==> config.mk <==
export PLATFORM = sky130hd
export DESIGN_NAME = pci_bus_port
export DESIGN_NICKNAME = d
export VERILOG_FILES = /design/src/logic/pci_port_pkg.sv /design/src/logic/parity_if.sv /design/src/logic/pci_bus_port.sv /design/src/logic/pci_arbiter.sv /design/src/logic/pci_parity.sv
export SDC_FILE = /design/constraint.sdc
export NUM_CORES = 1
export LEC_CHECK = 0
export BUFFER_PORTS_ARGS = -buffer_cell sky130_fd_sc_hd__buf_2
export CAP_MARGIN = 20
export CORE_ASPECT_RATIO = 1.5
export CORE_MARGIN = 5
export CORE_UTILIZATION = 54
export CTS_CLUSTER_DIAMETER = 60
export DETAILED_ROUTE_END_ITERATION = 10
export PLACE_DENSITY_LB_ADDON = 0.05
export SETUP_SLACK_MARGIN = 0.2
export SYNTH_ARGS = -nofsm -noshare
export SYNTH_HDL_FRONTEND = slang
export SYNTH_SLANG_ARGS = --single-unit
==> constraint.sdc <==
create_clock -name ref_clk -period 9.4 [get_ports ref_clk]
set_clock_uncertainty 0.05 [all_clocks]
set_input_delay 0.47 -clock ref_clk [delete_from_list [all_inputs] [get_ports ref_clk]]
set_output_delay 0.47 -clock ref_clk [all_outputs]
set_load 0.02 [all_outputs]
==> src/logic/pci_port_pkg.sv <==
package pci_port_pkg;

	localparam int DATA_W = 32;
	localparam int CBE_W = 4;
	localparam int CNT_W = 8;
	localparam int ARB_W = 4;
	// Arbiter slots 0..2 serve the external request pins, slot 3 the device's own master.
	localparam int SLOT_ONE = 0;
	localparam int SLOT_TWO = 1;
	localparam int SLOT_THREE = 2;
	localparam int SLOT_OWN = 3;
	localparam logic [ARB_W-1:0] GNT_NONE_N = 4'hF;
	localparam logic [2:0] GNT_HIGH3_N = 3'h7;
	localparam logic [DATA_W-1:0] PAD_RST = 32'h0000_0000;
	localparam logic [CBE_W-1:0] CBE_RST = 4'hF;
	localparam logic [CNT_W-1:0] CNT_ZERO = 8'h00;
	localparam logic [CNT_W-1:0] CNT_ONE = 8'h01;
	// Address parity error shows on the system error output this many clocks after the phase.
	localparam int SERR_LAG = 2;

	typedef enum logic [5:0] {
		ST_IDLE = 6'h01,
		ST_REQ = 6'h02,
		ST_ADDR = 6'h04,
		ST_LOAD = 6'h08,
		ST_DATA = 6'h10,
		ST_DONE = 6'h20
	} mst_state_t;

endpackage : pci_port_pkg

==> src/logic/parity_if.sv <==
`timescale 1ns/1ps
interface parity_if;
	logic [pci_port_pkg::DATA_W-1:0] gen_pad;
	logic [pci_port_pkg::CBE_W-1:0] gen_cbe;
	logic gen_drive;
	logic [pci_port_pkg::DATA_W-1:0] chk_pad;
	logic [pci_port_pkg::CBE_W-1:0] chk_cbe;
	logic chk_addr;
	logic chk_data;
	logic par_in;
	logic par_out;
	logic par_oe;
	logic serr_n;
	logic data_err;
	modport port (output gen_pad, gen_cbe, gen_drive, chk_pad, chk_cbe, chk_addr, chk_data,
		par_in, input par_out, par_oe, serr_n, data_err);
	modport unit (input gen_pad, gen_cbe, gen_drive, chk_pad, chk_cbe, chk_addr, chk_data,
		par_in, output par_out, par_oe, serr_n, data_err);
endinterface : parity_if

==> src/logic/pci_bus_port.sv <==
// Operation
// Host mode: grants one and two serve requests one and two.
// Host mode: grant three serves request three.
// Host mode: the three request pins are active-low master requests.
// Guest mode: grant pin one is the device's own active-low bus request.
// Guest mode: request pin one is the grant; master only once granted.
// Guest mode: request and grant pins two and three are unused.
// A transaction is one address phase then data phases on 32-bit bus.
// Master drives write data; target drives read data; bursts both ways.
// Reads put one turnaround cycle between address and first data phase.
// The command sits on the byte-enable lines in the first clock.
// Each data phase carries byte enables on the command lines.
// Parity makes ones across data, byte enables and parity even.
// Parity driven for own address, own write data, target read data.
// Parity checked on master reads, foreign addresses and target writes.
// Address parity error pulls system error low two clocks later.
// A data phase ends only when both ready signals are low.
// At most one grant at a time, chosen by rotating priority.
// Parity follows its address or data phase by one clock.
`timescale 1ns/1ps
module pci_bus_port (
	input wire logic ref_clk, // Bus clock.
	input wire logic sys_rst, // Asynchronous reset, active high.
	input wire logic host_mode_pin, // Strap: high selects host bridge mode.
	input wire logic request_one_or_guest_grant_n, // Request one, or grant in guest mode.
	input wire logic request_two_n, // Request two.
	input wire logic request_three_n, // Request three.
	output logic grant_one_or_guest_request_n, // Grant one, or own request in guest mode.
	output logic grant_two_n, // Grant two.
	output logic grant_three_n, // Grant three.
	input wire logic [pci_port_pkg::DATA_W-1:0] pad_in, // Address/data wire level.
	output logic [pci_port_pkg::DATA_W-1:0] pad_out, // Address/data drive value.
	output logic pad_oe, // Address/data drive enable.
	input wire logic [pci_port_pkg::CBE_W-1:0] cmd_byte_enable_n_in, // Command lines level.
	output logic [pci_port_pkg::CBE_W-1:0] cmd_byte_enable_n_out, // Command lines value.
	output logic cmd_byte_enable_oe, // Command lines drive enable.
	input wire logic par_in, // Parity wire level.
	output logic par_out, // Parity drive value.
	output logic par_oe, // Parity drive enable.
	input wire logic frame_n_in, // Frame wire level.
	output logic frame_n_out, // Frame drive value.
	output logic frame_oe, // Frame drive enable.
	input wire logic initiator_ready_n_in, // Initiator ready wire level.
	output logic initiator_ready_n_out, // Initiator ready drive value.
	output logic initiator_ready_oe, // Initiator ready drive enable.
	input wire logic target_ready_n, // Target ready wire level.
	output logic system_error_n, // System error, active low.
	input wire logic mst_start, // Pulse: start a master transaction.
	input wire logic mst_write, // Transaction is a write.
	input wire logic [pci_port_pkg::CBE_W-1:0] mst_cmd, // Bus command.
	input wire logic [pci_port_pkg::DATA_W-1:0] mst_addr, // Start address.
	input wire logic [pci_port_pkg::CNT_W-1:0] mst_count, // Data phases, zero means one.
	input wire logic [pci_port_pkg::DATA_W-1:0] mst_wdata, // Write word for mst_phase.
	input wire logic [pci_port_pkg::CBE_W-1:0] mst_be_n, // Byte enables for mst_phase.
	output logic mst_busy, // Master transaction in progress.
	output logic [pci_port_pkg::CNT_W-1:0] mst_phase, // Index of the current data phase.
	output logic mst_ack, // Pulse: a data phase completed.
	output logic [pci_port_pkg::DATA_W-1:0] mst_rdata, // Last read word.
	output logic data_parity_err, // Pulse: data parity error seen.
	input wire logic tgt_rd_drive, // Target side drives read data.
	input wire logic [pci_port_pkg::DATA_W-1:0] tgt_rdata, // Target read data.
	input wire logic tgt_wr_phase // Target side is in a write data phase.
);
	pci_port_pkg::mst_state_t state_r;
	logic mode_s1_r, mode_s2_r, mode_s3_r, host_r;
	logic frame_prev_r;
	logic wr_r;
	logic [pci_port_pkg::CBE_W-1:0] cmd_r;
	logic [pci_port_pkg::DATA_W-1:0] addr_r;
	logic [pci_port_pkg::CNT_W-1:0] cnt_r, phase_r;
	logic [pci_port_pkg::DATA_W-1:0] pad_out_r, rdata_r;
	logic [pci_port_pkg::CBE_W-1:0] cbe_out_r;
	logic pad_oe_r, cbe_oe_r, frame_n_r, frame_oe_r, irdy_n_r, irdy_oe_r;
	logic busy_r, ack_r;
	logic [pci_port_pkg::ARB_W-1:0] arb_req, gnt_n;
	logic bus_idle, granted, go, done_phase, last_phase;

	parity_if pb ();

	pci_arbiter u_arb (
		.clk(ref_clk),
		.rst(sys_rst),
		.host(host_r),
		.guest_req(state_r == pci_port_pkg::ST_REQ),
		.req(arb_req),
		.gnt_n_r(gnt_n)
	);

	pci_parity u_par (
		.clk(ref_clk),
		.rst(sys_rst),
		.pb(pb.unit)
	);

	// The strap comes from outside; it counts once the last two stages agree.
	always_ff @(posedge ref_clk or posedge sys_rst) begin
		if (sys_rst) begin
			mode_s1_r <= 1'b0;
			mode_s2_r <= 1'b0;
			mode_s3_r <= 1'b0;
			host_r <= 1'b0;
		end else begin
			mode_s1_r <= host_mode_pin;
			mode_s2_r <= mode_s1_r;
			mode_s3_r <= mode_s2_r;
			if (mode_s2_r == mode_s3_r) begin
				host_r <= mode_s3_r;
			end
		end
	end

	// Request pins are bus-synchronous and go straight to the arbiter.
	assign arb_req = host_r ? {state_r == pci_port_pkg::ST_REQ, ~request_three_n,
		~request_two_n, ~request_one_or_guest_grant_n} : '0;
	assign bus_idle = frame_n_in & initiator_ready_n_in;
	assign granted = host_r ? ~gnt_n[pci_port_pkg::SLOT_OWN] : ~request_one_or_guest_grant_n;
	assign go = (state_r == pci_port_pkg::ST_REQ) && granted && bus_idle;
	assign done_phase = (state_r == pci_port_pkg::ST_DATA) && !target_ready_n && !irdy_n_r;
	assign last_phase = cnt_r == pci_port_pkg::CNT_ONE;

	always_ff @(posedge ref_clk or posedge sys_rst) begin
		if (sys_rst) begin
			state_r <= pci_port_pkg::ST_IDLE;
		end else begin
			case (state_r)
				pci_port_pkg::ST_IDLE: if (mst_start) state_r <= pci_port_pkg::ST_REQ;
				pci_port_pkg::ST_REQ: if (go) state_r <= pci_port_pkg::ST_ADDR;
				pci_port_pkg::ST_ADDR: state_r <= pci_port_pkg::ST_LOAD;
				pci_port_pkg::ST_LOAD: state_r <= pci_port_pkg::ST_DATA;
				pci_port_pkg::ST_DATA: begin
					if (done_phase) begin
						state_r <= last_phase ? pci_port_pkg::ST_DONE : pci_port_pkg::ST_LOAD;
					end
				end
				pci_port_pkg::ST_DONE: state_r <= pci_port_pkg::ST_IDLE;
				default: state_r <= pci_port_pkg::ST_IDLE;
			endcase
		end
	end

	always_ff @(posedge ref_clk or posedge sys_rst) begin
		if (sys_rst) begin
			wr_r <= 1'b0;
			cmd_r <= pci_port_pkg::CBE_RST;
			addr_r <= pci_port_pkg::PAD_RST;
			cnt_r <= pci_port_pkg::CNT_ONE;
			phase_r <= pci_port_pkg::CNT_ZERO;
		end else if (state_r == pci_port_pkg::ST_IDLE && mst_start) begin
			wr_r <= mst_write;
			cmd_r <= mst_cmd;
			addr_r <= mst_addr;
			cnt_r <= (mst_count == pci_port_pkg::CNT_ZERO) ? pci_port_pkg::CNT_ONE : mst_count;
			phase_r <= pci_port_pkg::CNT_ZERO;
		end else if (done_phase) begin
			cnt_r <= cnt_r - pci_port_pkg::CNT_ONE;
			phase_r <= phase_r + pci_port_pkg::CNT_ONE;
		end
	end

	// Frame and initiator ready; both stay driven high through the done cycle.
	always_ff @(posedge ref_clk or posedge sys_rst) begin
		if (sys_rst) begin
			frame_n_r <= 1'b1;
			frame_oe_r <= 1'b0;
			irdy_n_r <= 1'b1;
			irdy_oe_r <= 1'b0;
		end else if (go) begin
			frame_n_r <= 1'b0;
			frame_oe_r <= 1'b1;
			irdy_oe_r <= 1'b1;
		end else if (state_r == pci_port_pkg::ST_LOAD) begin
			frame_n_r <= last_phase;
			irdy_n_r <= 1'b0;
		end else if (done_phase) begin
			irdy_n_r <= 1'b1;
		end else if (state_r == pci_port_pkg::ST_DONE) begin
			frame_oe_r <= 1'b0;
			irdy_oe_r <= 1'b0;
		end
	end

	// Address/data and command lines.
	always_ff @(posedge ref_clk or posedge sys_rst) begin
		if (sys_rst) begin
			pad_out_r <= pci_port_pkg::PAD_RST;
			pad_oe_r <= 1'b0;
			cbe_out_r <= pci_port_pkg::CBE_RST;
			cbe_oe_r <= 1'b0;
		end else if (go) begin
			pad_out_r <= addr_r;
			pad_oe_r <= 1'b1;
			cbe_out_r <= cmd_r;
			cbe_oe_r <= 1'b1;
		end else if (state_r == pci_port_pkg::ST_ADDR) begin
			pad_oe_r <= wr_r;
		end else if (state_r == pci_port_pkg::ST_LOAD) begin
			if (wr_r) begin
				pad_out_r <= mst_wdata;
			end
			cbe_out_r <= mst_be_n;
		end else if (done_phase && last_phase) begin
			pad_oe_r <= 1'b0;
			cbe_oe_r <= 1'b0;
		end else if (state_r == pci_port_pkg::ST_IDLE) begin
			pad_out_r <= tgt_rdata;
			pad_oe_r <= tgt_rd_drive;
		end
	end

	always_ff @(posedge ref_clk or posedge sys_rst) begin
		if (sys_rst) begin
			busy_r <= 1'b0;
			ack_r <= 1'b0;
			rdata_r <= pci_port_pkg::PAD_RST;
			frame_prev_r <= 1'b1;
		end else begin
			if (state_r == pci_port_pkg::ST_IDLE && mst_start) begin
				busy_r <= 1'b1;
			end else if (state_r == pci_port_pkg::ST_DONE) begin
				busy_r <= 1'b0;
			end
			ack_r <= done_phase;
			if (done_phase && !wr_r) begin
				rdata_r <= pad_in;
			end
			frame_prev_r <= frame_n_in;
		end
	end

	assign pb.gen_pad = pad_out_r;
	assign pb.gen_cbe = cbe_out_r;
	assign pb.gen_drive = pad_oe_r;
	assign pb.chk_pad = pad_in;
	assign pb.chk_cbe = cmd_byte_enable_n_in;
	assign pb.chk_addr = !frame_n_in && frame_prev_r && state_r != pci_port_pkg::ST_ADDR;
	assign pb.chk_data = (done_phase && !wr_r) ||
		(tgt_wr_phase && !initiator_ready_n_in && !target_ready_n);
	assign pb.par_in = par_in;

	assign grant_one_or_guest_request_n = gnt_n[pci_port_pkg::SLOT_ONE];
	assign grant_two_n = gnt_n[pci_port_pkg::SLOT_TWO];
	assign grant_three_n = gnt_n[pci_port_pkg::SLOT_THREE];
	assign pad_out = pad_out_r;
	assign pad_oe = pad_oe_r;
	assign cmd_byte_enable_n_out = cbe_out_r;
	assign cmd_byte_enable_oe = cbe_oe_r;
	assign par_out = pb.par_out;
	assign par_oe = pb.par_oe;
	assign frame_n_out = frame_n_r;
	assign frame_oe = frame_oe_r;
	assign initiator_ready_n_out = irdy_n_r;
	assign initiator_ready_oe = irdy_oe_r;
	assign system_error_n = pb.serr_n;
	assign mst_busy = busy_r;
	assign mst_phase = phase_r;
	assign mst_ack = ack_r;
	assign mst_rdata = rdata_r;
	assign data_parity_err = pb.data_err;
endmodule : pci_bus_port

==> src/logic/pci_arbiter.sv <==
`timescale 1ns/1ps
module pci_arbiter (
	input wire logic clk, // Bus clock.
	input wire logic rst, // Asynchronous reset, active high.
	input wire logic host, // High in host bridge mode.
	input wire logic guest_req, // Own master wants the bus in guest mode.
	input wire logic [pci_port_pkg::ARB_W-1:0] req, // Requests, active high.
	output logic [pci_port_pkg::ARB_W-1:0] gnt_n_r // Grants, active low.
);
	logic [1:0] last_r;
	logic [1:0] pick;
	logic found;
	logic keep;
	logic [1:0] idx;

	assign keep = |(~gnt_n_r & req);

	// Search starts just after the last winner, so every requester gets its turn.
	always_comb begin
		idx = 2'h0;
		pick = last_r;
		found = 1'b0;
		for (int k = 1; k <= pci_port_pkg::ARB_W; k++) begin
			idx = last_r + 2'(k);
			if (!found && req[idx]) begin
				pick = idx;
				found = 1'b1;
			end
		end
	end

	always_ff @(posedge clk or posedge rst) begin
		if (rst) begin
			gnt_n_r <= pci_port_pkg::GNT_NONE_N;
			last_r <= 2'h0;
		end else if (!host) begin
			gnt_n_r <= {pci_port_pkg::GNT_HIGH3_N, ~guest_req};
		end else if (!keep) begin
			gnt_n_r <= pci_port_pkg::GNT_NONE_N;
			if (found) begin
				gnt_n_r[pick] <= 1'b0;
				last_r <= pick;
			end
		end
	end
endmodule : pci_arbiter

==> src/logic/pci_parity.sv <==
`timescale 1ns/1ps
module pci_parity (
	input wire logic clk, // Bus clock.
	input wire logic rst, // Asynchronous reset, active high.
	parity_if.unit pb // Parity generation and check signals.
);
	logic hold_r;
	logic addr_pend_r;
	logic data_pend_r;
	logic bad;
	logic par_out_r;
	logic par_oe_r;
	logic serr_n_r;
	logic data_err_r;

	assign bad = hold_r ^ pb.par_in;
	assign pb.par_out = par_out_r;
	assign pb.par_oe = par_oe_r;
	assign pb.serr_n = serr_n_r;
	assign pb.data_err = data_err_r;

	// Parity follows the phase it covers by one clock.
	always_ff @(posedge clk or posedge rst) begin
		if (rst) begin
			par_out_r <= 1'b0;
			par_oe_r <= 1'b0;
		end else begin
			par_out_r <= ^{pb.gen_pad, pb.gen_cbe};
			par_oe_r <= pb.gen_drive;
		end
	end

	always_ff @(posedge clk or posedge rst) begin
		if (rst) begin
			hold_r <= 1'b0;
			addr_pend_r <= 1'b0;
			data_pend_r <= 1'b0;
			serr_n_r <= 1'b1;
			data_err_r <= 1'b0;
		end else begin
			hold_r <= ^{pb.chk_pad, pb.chk_cbe};
			addr_pend_r <= pb.chk_addr;
			data_pend_r <= pb.chk_data;
			serr_n_r <= ~(addr_pend_r & bad);
			data_err_r <= data_pend_r & bad;
		end
	end
endmodule : pci_parity

[Word-level counts from Yosys, hierarchy flattened]
Index checks and enable logic that the tools add are counted.
Storage, ports and cells
  bits in registers: 152
  bits in latches: 0
  memory bits (writable): 0
  memory bits (read-only): 0
  input bits: 162
  output and inout port bits: 91
  word-level logic and storage cells: 179
  memories kept: 0
Cells by class
  $add $sub $neg: 5
  multiply operators: 0
  divide/modulo/power cells: 0
  magnitude comparators: 6
  equality and inequality tests: 19
  shifts and indexed selects: 0
  muxes and demuxes: 60
  bitwise operators: 15
  reduce and logical (&&, ||, !) cells: 44
Operators with widths (count)
  $mux 32: 6
  $reduce_xor 36->1: 2
  $mux 8: 5
  $pmux 6 s5: 1
  $mux 1: 28
  $mux 4: 7
  $mux 6: 4
  $logic_and 1x1->1: 15
  $lt 2x3->1 const B: 5
  $ne 2x2->1 const B: 7
  $reduce_and 3->1: 4
  $reduce_bool 2->1: 6
  $add 8x1->8 const B: 1
  $bmux 1 s2: 4
  $eq 8x1->1 const B: 1
  $logic_not 1->1: 8
  $logic_not 8->1: 1
  $mux 2: 4
  $not 1->1: 8
  $not 4->4: 2
  $sub 8x1->8 const B: 1
  $eq 6x1->1 const B: 1
  $eq 6x2->1 const B: 1
  $eq 6x3->1 const B: 1
  20 further kinds: 26

[Longest topological paths before layout]
  word-level depth: 22
  mapped depth: 9
  gate-level depth less buffers: 6

[Cells and area by module]
A second synthesis with hierarchy kept.
Second synthesis, totals
  cell total of the unflattened synthesis: 754
  area, all modules: 7419.6 µm²
By module, submodules not included
  pci_bus_port: instances 1, cells an instance 635, area an instance 6209.7 µm², sequential area each 3494.6 µm²
  pci_parity: instances 1, cells an instance 79, area an instance 822.0 µm², sequential area each 176.4 µm²
  pci_arbiter: instances 1, cells an instance 40, area an instance 387.9 µm², sequential area each 155.1 µm²

[Least setup slack after synthesis]
Ideal clock, no wire load.
  path type: input to register
  from: in request_two_n
  to: reg u_arb.last_r[0]
  library setup time: 0.118 ns
  data arrival time: 1.819 ns
  required time: 9.232 ns
  path slack: 7.413 ns
  stages: 6
  cells stage by stage: clkbuf_1 mux2_2 a21oi_1 mux2_1 o2111a_1 a21o_1
Between the ends
  word-level cells in the longest chain between the ends: 15
Ends and longest elaborated chain
  start, declared: RTL line pci_bus_port.sv:26  | input wire logic request_two_n,
  $not 1->1 (*): RTL line pci_bus_port.sv:114  | ~request_two_n, ~request_one_or_guest_grant_n} : '0;
  $mux 4 (*): RTL line pci_bus_port.sv:113  | assign arb_req = host_r ? {state_r == pci_port_pkg::ST_REQ, ~request_three_n,
  $bmux 1 s2: RTL line pci_arbiter.sv:25  | if (!found && req[idx]) begin
  $mux 1 (implied by the code): RTL line pci_arbiter.sv:25
  $mux 1: RTL line pci_arbiter.sv:25
  $logic_not 1->1: RTL line pci_arbiter.sv:25
  $logic_and 1x1->1: RTL line pci_arbiter.sv:25
  $mux 1: RTL line pci_arbiter.sv:25
  $logic_not 1->1: RTL line pci_arbiter.sv:25
  $logic_and 1x1->1: RTL line pci_arbiter.sv:25
  $mux 1: RTL line pci_arbiter.sv:25
  $logic_not 1->1: RTL line pci_arbiter.sv:25
  $logic_and 1x1->1: RTL line pci_arbiter.sv:25
  $mux 1: RTL line pci_arbiter.sv:25
  $reduce_and 3->1 (no line)
  end signal, assigned: RTL line pci_arbiter.sv:42  | last_r <= pick;
  end, declared: RTL line pci_arbiter.sv:10  | logic [1:0] last_r;
Mark *: on every way between the ends. The rest lies on a longest branch, timed or not. The select of a mux whose other input is x is not followed.
A chain may end at the register's enable or synchronous reset.

[Worst setup path after layout]
  from: reg state_r[1]
  to: reg pad_out_r (netlist bit pad_out[31])
Between the ends
  word-level cells in the longest chain between the ends: 6
Ends and longest elaborated chain
  start, declared: RTL line pci_bus_port.sv:64  | pci_port_pkg::mst_state_t state_r;
  start signal, assigned: RTL line pci_bus_port.sv:123  | state_r <= pci_port_pkg::ST_IDLE;
  start signal, assigned: RTL line pci_bus_port.sv:126  | pci_port_pkg::ST_IDLE: if (mst_start) state_r <= pci_port_pkg::ST_REQ;
  start signal, assigned: RTL line pci_bus_port.sv:127  | pci_port_pkg::ST_REQ: if (go) state_r <= pci_port_pkg::ST_ADDR;
  $eq 6x5->1: RTL line pci_bus_port.sv:118  | assign done_phase = (state_r == pci_port_pkg::ST_DATA) && !target_ready_n && !irdy_n_r;
  $logic_and 1x1->1 (2 in a row): RTL line pci_bus_port.sv:118
  $logic_and 1x1->1: RTL line pci_bus_port.sv:201  | end else if (done_phase && last_phase) begin
  $ne 3x3->1 (no line)
  $reduce_and 4->1 (no line)
  end signal, assigned: RTL line pci_bus_port.sv:190  | pad_out_r <= addr_r;
  end signal, assigned: RTL line pci_bus_port.sv:198  | pad_out_r <= mst_wdata;
  end signal, assigned: RTL line pci_bus_port.sv:205  | pad_out_r <= tgt_rdata;
  end, declared: RTL line pci_bus_port.sv:71  | logic [pci_port_pkg::DATA_W-1:0] pad_out_r, rdata_r;
Parallel ways exist; a longest one is shown, timed or not. The select of a mux whose other input is x is not followed.

==> results.json <==
{
  "path_clk_slew_ns": 0.06,
  "first_pass_iters": 5,
  "cts_setup_buffers": 0,
  "ios": 253,
  "endpoint_kind": "register",
  "port-buffer-count": 252,
  "cts-resized-gates": 0,
  "pwr_density_cell_nw_per_um2": 316.6,
  "wire_per_inst_um": 17.53,
  "fin_crit_ns": 3.222,
  "drtIter0Drc": 321,
  "hold_viol": 0,
  "grt_pass1_wl_mm": 32.69,
  "synth_top_area_share_pct": 45.69,
  "outcome": "finished clean",
  "cts_buffers": 17,
  "grt_overflow": 0,
  "cts_tree": "yes",
  "die_area_um2": 16070,
  "clock_latency_ns": 0.42,
  "viasPerCell": 5.490,
  "power.internal_mw": 1.810,
  "routed_wl_mm": 20.09,
  "cts_sinks": 152,
  "die_w_um": 105.2,
  "grt_max_degree": 81,
  "maxCapViolCount": 0,
  "grtUsageTotal_pct": 25.10,
  "p_switching_mw": 1.115,
  "timing.fmax_ghz": 0.3104,
  "fin_tns_setup_ns": 0,
  "syn_to_final_growth_pct": 25.89,
  "swShare_pct": 38.12,
  "yosys_warnings": 0,
  "clock_path_buffers": 2,
  "finalSetupViolCount": 0,
  "relSlewSlack_pct": 32.06,
  "rows": 52,
  "synth_edf_count": 0,
  "p_seq_share_pct": 36.2,
  "gp_congestion": 0.8683,
  "worstMarginPinSlew_ns": 1.019,
  "syn-cell-area_um2": 7340,
  "drive_gt1_share_pct": 32.79,
  "final_cells": 1146,
  "ant_nets": 0,
  "crit_fanout": 64,
  "grt_pass1_vias": 6491,
  "yosysMostFrequentCell": "nand2_1",
  "antenna_found_initial": 2,
  "ys_ff_latch": 152,
  "dp.cells": 1114,
  "dp_hpwl_mm": 14.83,
  "cpMaxStageDelayCell": "a211o_2",
  "syn_inst": 739,
  "slew_violations": 0,
  "synth_cell_types": 57,
  "p_clk_share_pct": 22.6,
  "core_area_um2": 13400,
  "start_kind": "register",
  "rsz0062_at_grt": "no",
  "drc": 0,
  "async_flop_share_pct": 100.0,
  "cts_htree_levels": 4,
  "synth_top_area_cell": "dfrtp_1",
  "synth_nets": 904,
  "initial_core_util_pct": 54.76,
  "share_comb_of_total_power_pct": 41.2,
  "ys_seq_area_share_pct": 52.13,
  "layout.nets": 1136,
  "vias": 6292,
  "synth_common_cells": "171 x nand2_1, 134 x dfrtp_1, 66 x xnor2_1",
  "hold_class": "primary input to register",
  "p_total_mw": 2.925,
  "hold_buffers": 0,
  "cts-root-buf": "clkbuf_16",
  "worstPathArrival_ns": 3.50,
  "cp_slowest_stage_delay_ns": 0.86,
  "p_leak_nw": 4.644,
  "synth_area_leaders": "dfrtp_1 46%, nand2_1 8.7%, xnor2_1 7.9%",
  "synth_ff_type": "dfrtp_1",
  "cp_cell_sequence": "nor4b_4 -> nand2_1 -> nor2_4 -> buf_4 -> a211o_2 -> nor2_1 -> a31oi_1",
  "required_ns": 9.68,
  "period_share_pct": 34.27,
  "die_h_um": 152.8,
  "worstSetupPathType": "register to register",
  "syn_area_per_cell_um2": 9.932,
  "ir_drop_mv": 0.1955
}
[worst paths after layout]
path | slack, ns | end | cells after the start | start
worst max-delay path | 6.18 | pad_out[31] | 7 | state_r[1]
worst min-delay path | 0.11 | mode_s1_r | 1 | host_mode_pin
worst max register to register | 6.18 | pad_out[31] | 7 | state_r[1]
worst min register to register | 0.31 | u_par.pb.serr_n | 1 | u_par.addr_pend_r
max in group asynchronous | 7.78 | pad_out[8] | 3 | sys_rst
min in group asynchronous | 0.12 | mst_rdata[31] | 2 | sys_rst
[kinds of logic after synthesis]
| group | synth area share (%) |
|---|---|
| AOI/OAI and AO/OA | 11.76 |
| xor gates and xnor gates | 9.188 |
| adders and majority gates | 0.6479 |
| buffers and inverters | 3.375 |
| DFF | 52.13 |
| muxes | 6.188 |
| and+or+nand+nor | 16.71 |
[power by group through the flow]
| stage | combinational, mW | clock, mW | sequential, mW |
|---|---|---|---|
| 2_1_floorplan | 0.828 | 0 | 1.13 |
| 3_3_place_gp | 1.19 | 0 | 1.06 |
| 3_5_place_dp | 1.21 | 0 | 1.07 |
| 4_1_cts | 1.22 | 0.674 | 1.06 |
| 5_1_grt | 1.33 | 0.698 | 1.09 |
| 6_report | 1.21 | 0.660 | 1.06 |
[layer usage]
layer	GRT usage, %	up-vias	part of all wire [%]
met5	0	-	0
met4	9.141	0	2.9
met3	5.765	42	6.3
met2	43.63	242	53
met1	30.08	3018	38
li1	-	2990	-
[area by class of cell]
| type | count | area [um2] |
|---|---|---|
| sequential | 152 | 3826 |
| antenna | 2 | 5.005 |
| fill | 1095 | 4163 |
| clock inverter | 12 | 128.9 |
| tap | 162 | 202.7 |
| multi-input combinational | 531 | 3289 |
| timing repair buffer | 257 | 1299 |
| inverter | 12 | 50.05 |
| clock buffer | 18 | 439.2 |
[per-stage QoR]
stage	hold WS [ns]	setup slack (ns)	utilization (%)	cell area [um2]
6_report	0.1089	6.178	68.94	9240
5_1_grt	0.1069	5.877	68.94	9240
4_1_cts	0.09747	6.159	68.90	9235
3_5_place_dp	0.3094	6.232	64.67	8667
3_3_place_gp	0.2958	6.427	64.67	8667
2_1_floorplan	0.2812	4.817	-	7340
[placed cells by master (no fill, tap or decap), types with 17 or more instances in the layout]
| master | count |
|---|---|
| buf_2 | 252 |
| nand2_1 | 170 |
| dfrtp_1 | 134 |
| xnor2_1 | 66 |
| nor2_1 | 60 |
| a31oi_1 | 33 |
| mux2_1 | 33 |
| a22oi_1 | 32 |
| dfstp_2 | 18 |
| clkbuf_16 | 17 |
[critical path: cells and delay by family, from the launching register on]
family                 cells  cell delay, ns
flip-flops                 1            0.51
AO/OA/AOI/OAI              2            1.06
buffers and inverters      1            0.45
AND/OR/NAND/NOR            4            1.03
[state kept, by name, indices dropped and copies added (netlist names), 2 cells and up]
signal                 cells
state_r                    6
mst_phase                  8
addr_r                    32
cnt_r                      8
mst_rdata                 32
cmd_byte_enable_n_out      4
u_arb.gnt_n_r              4
pad_out                   32
cmd_r                      4
u_arb.last_r               2
Power figures use the tool's default switching activity.
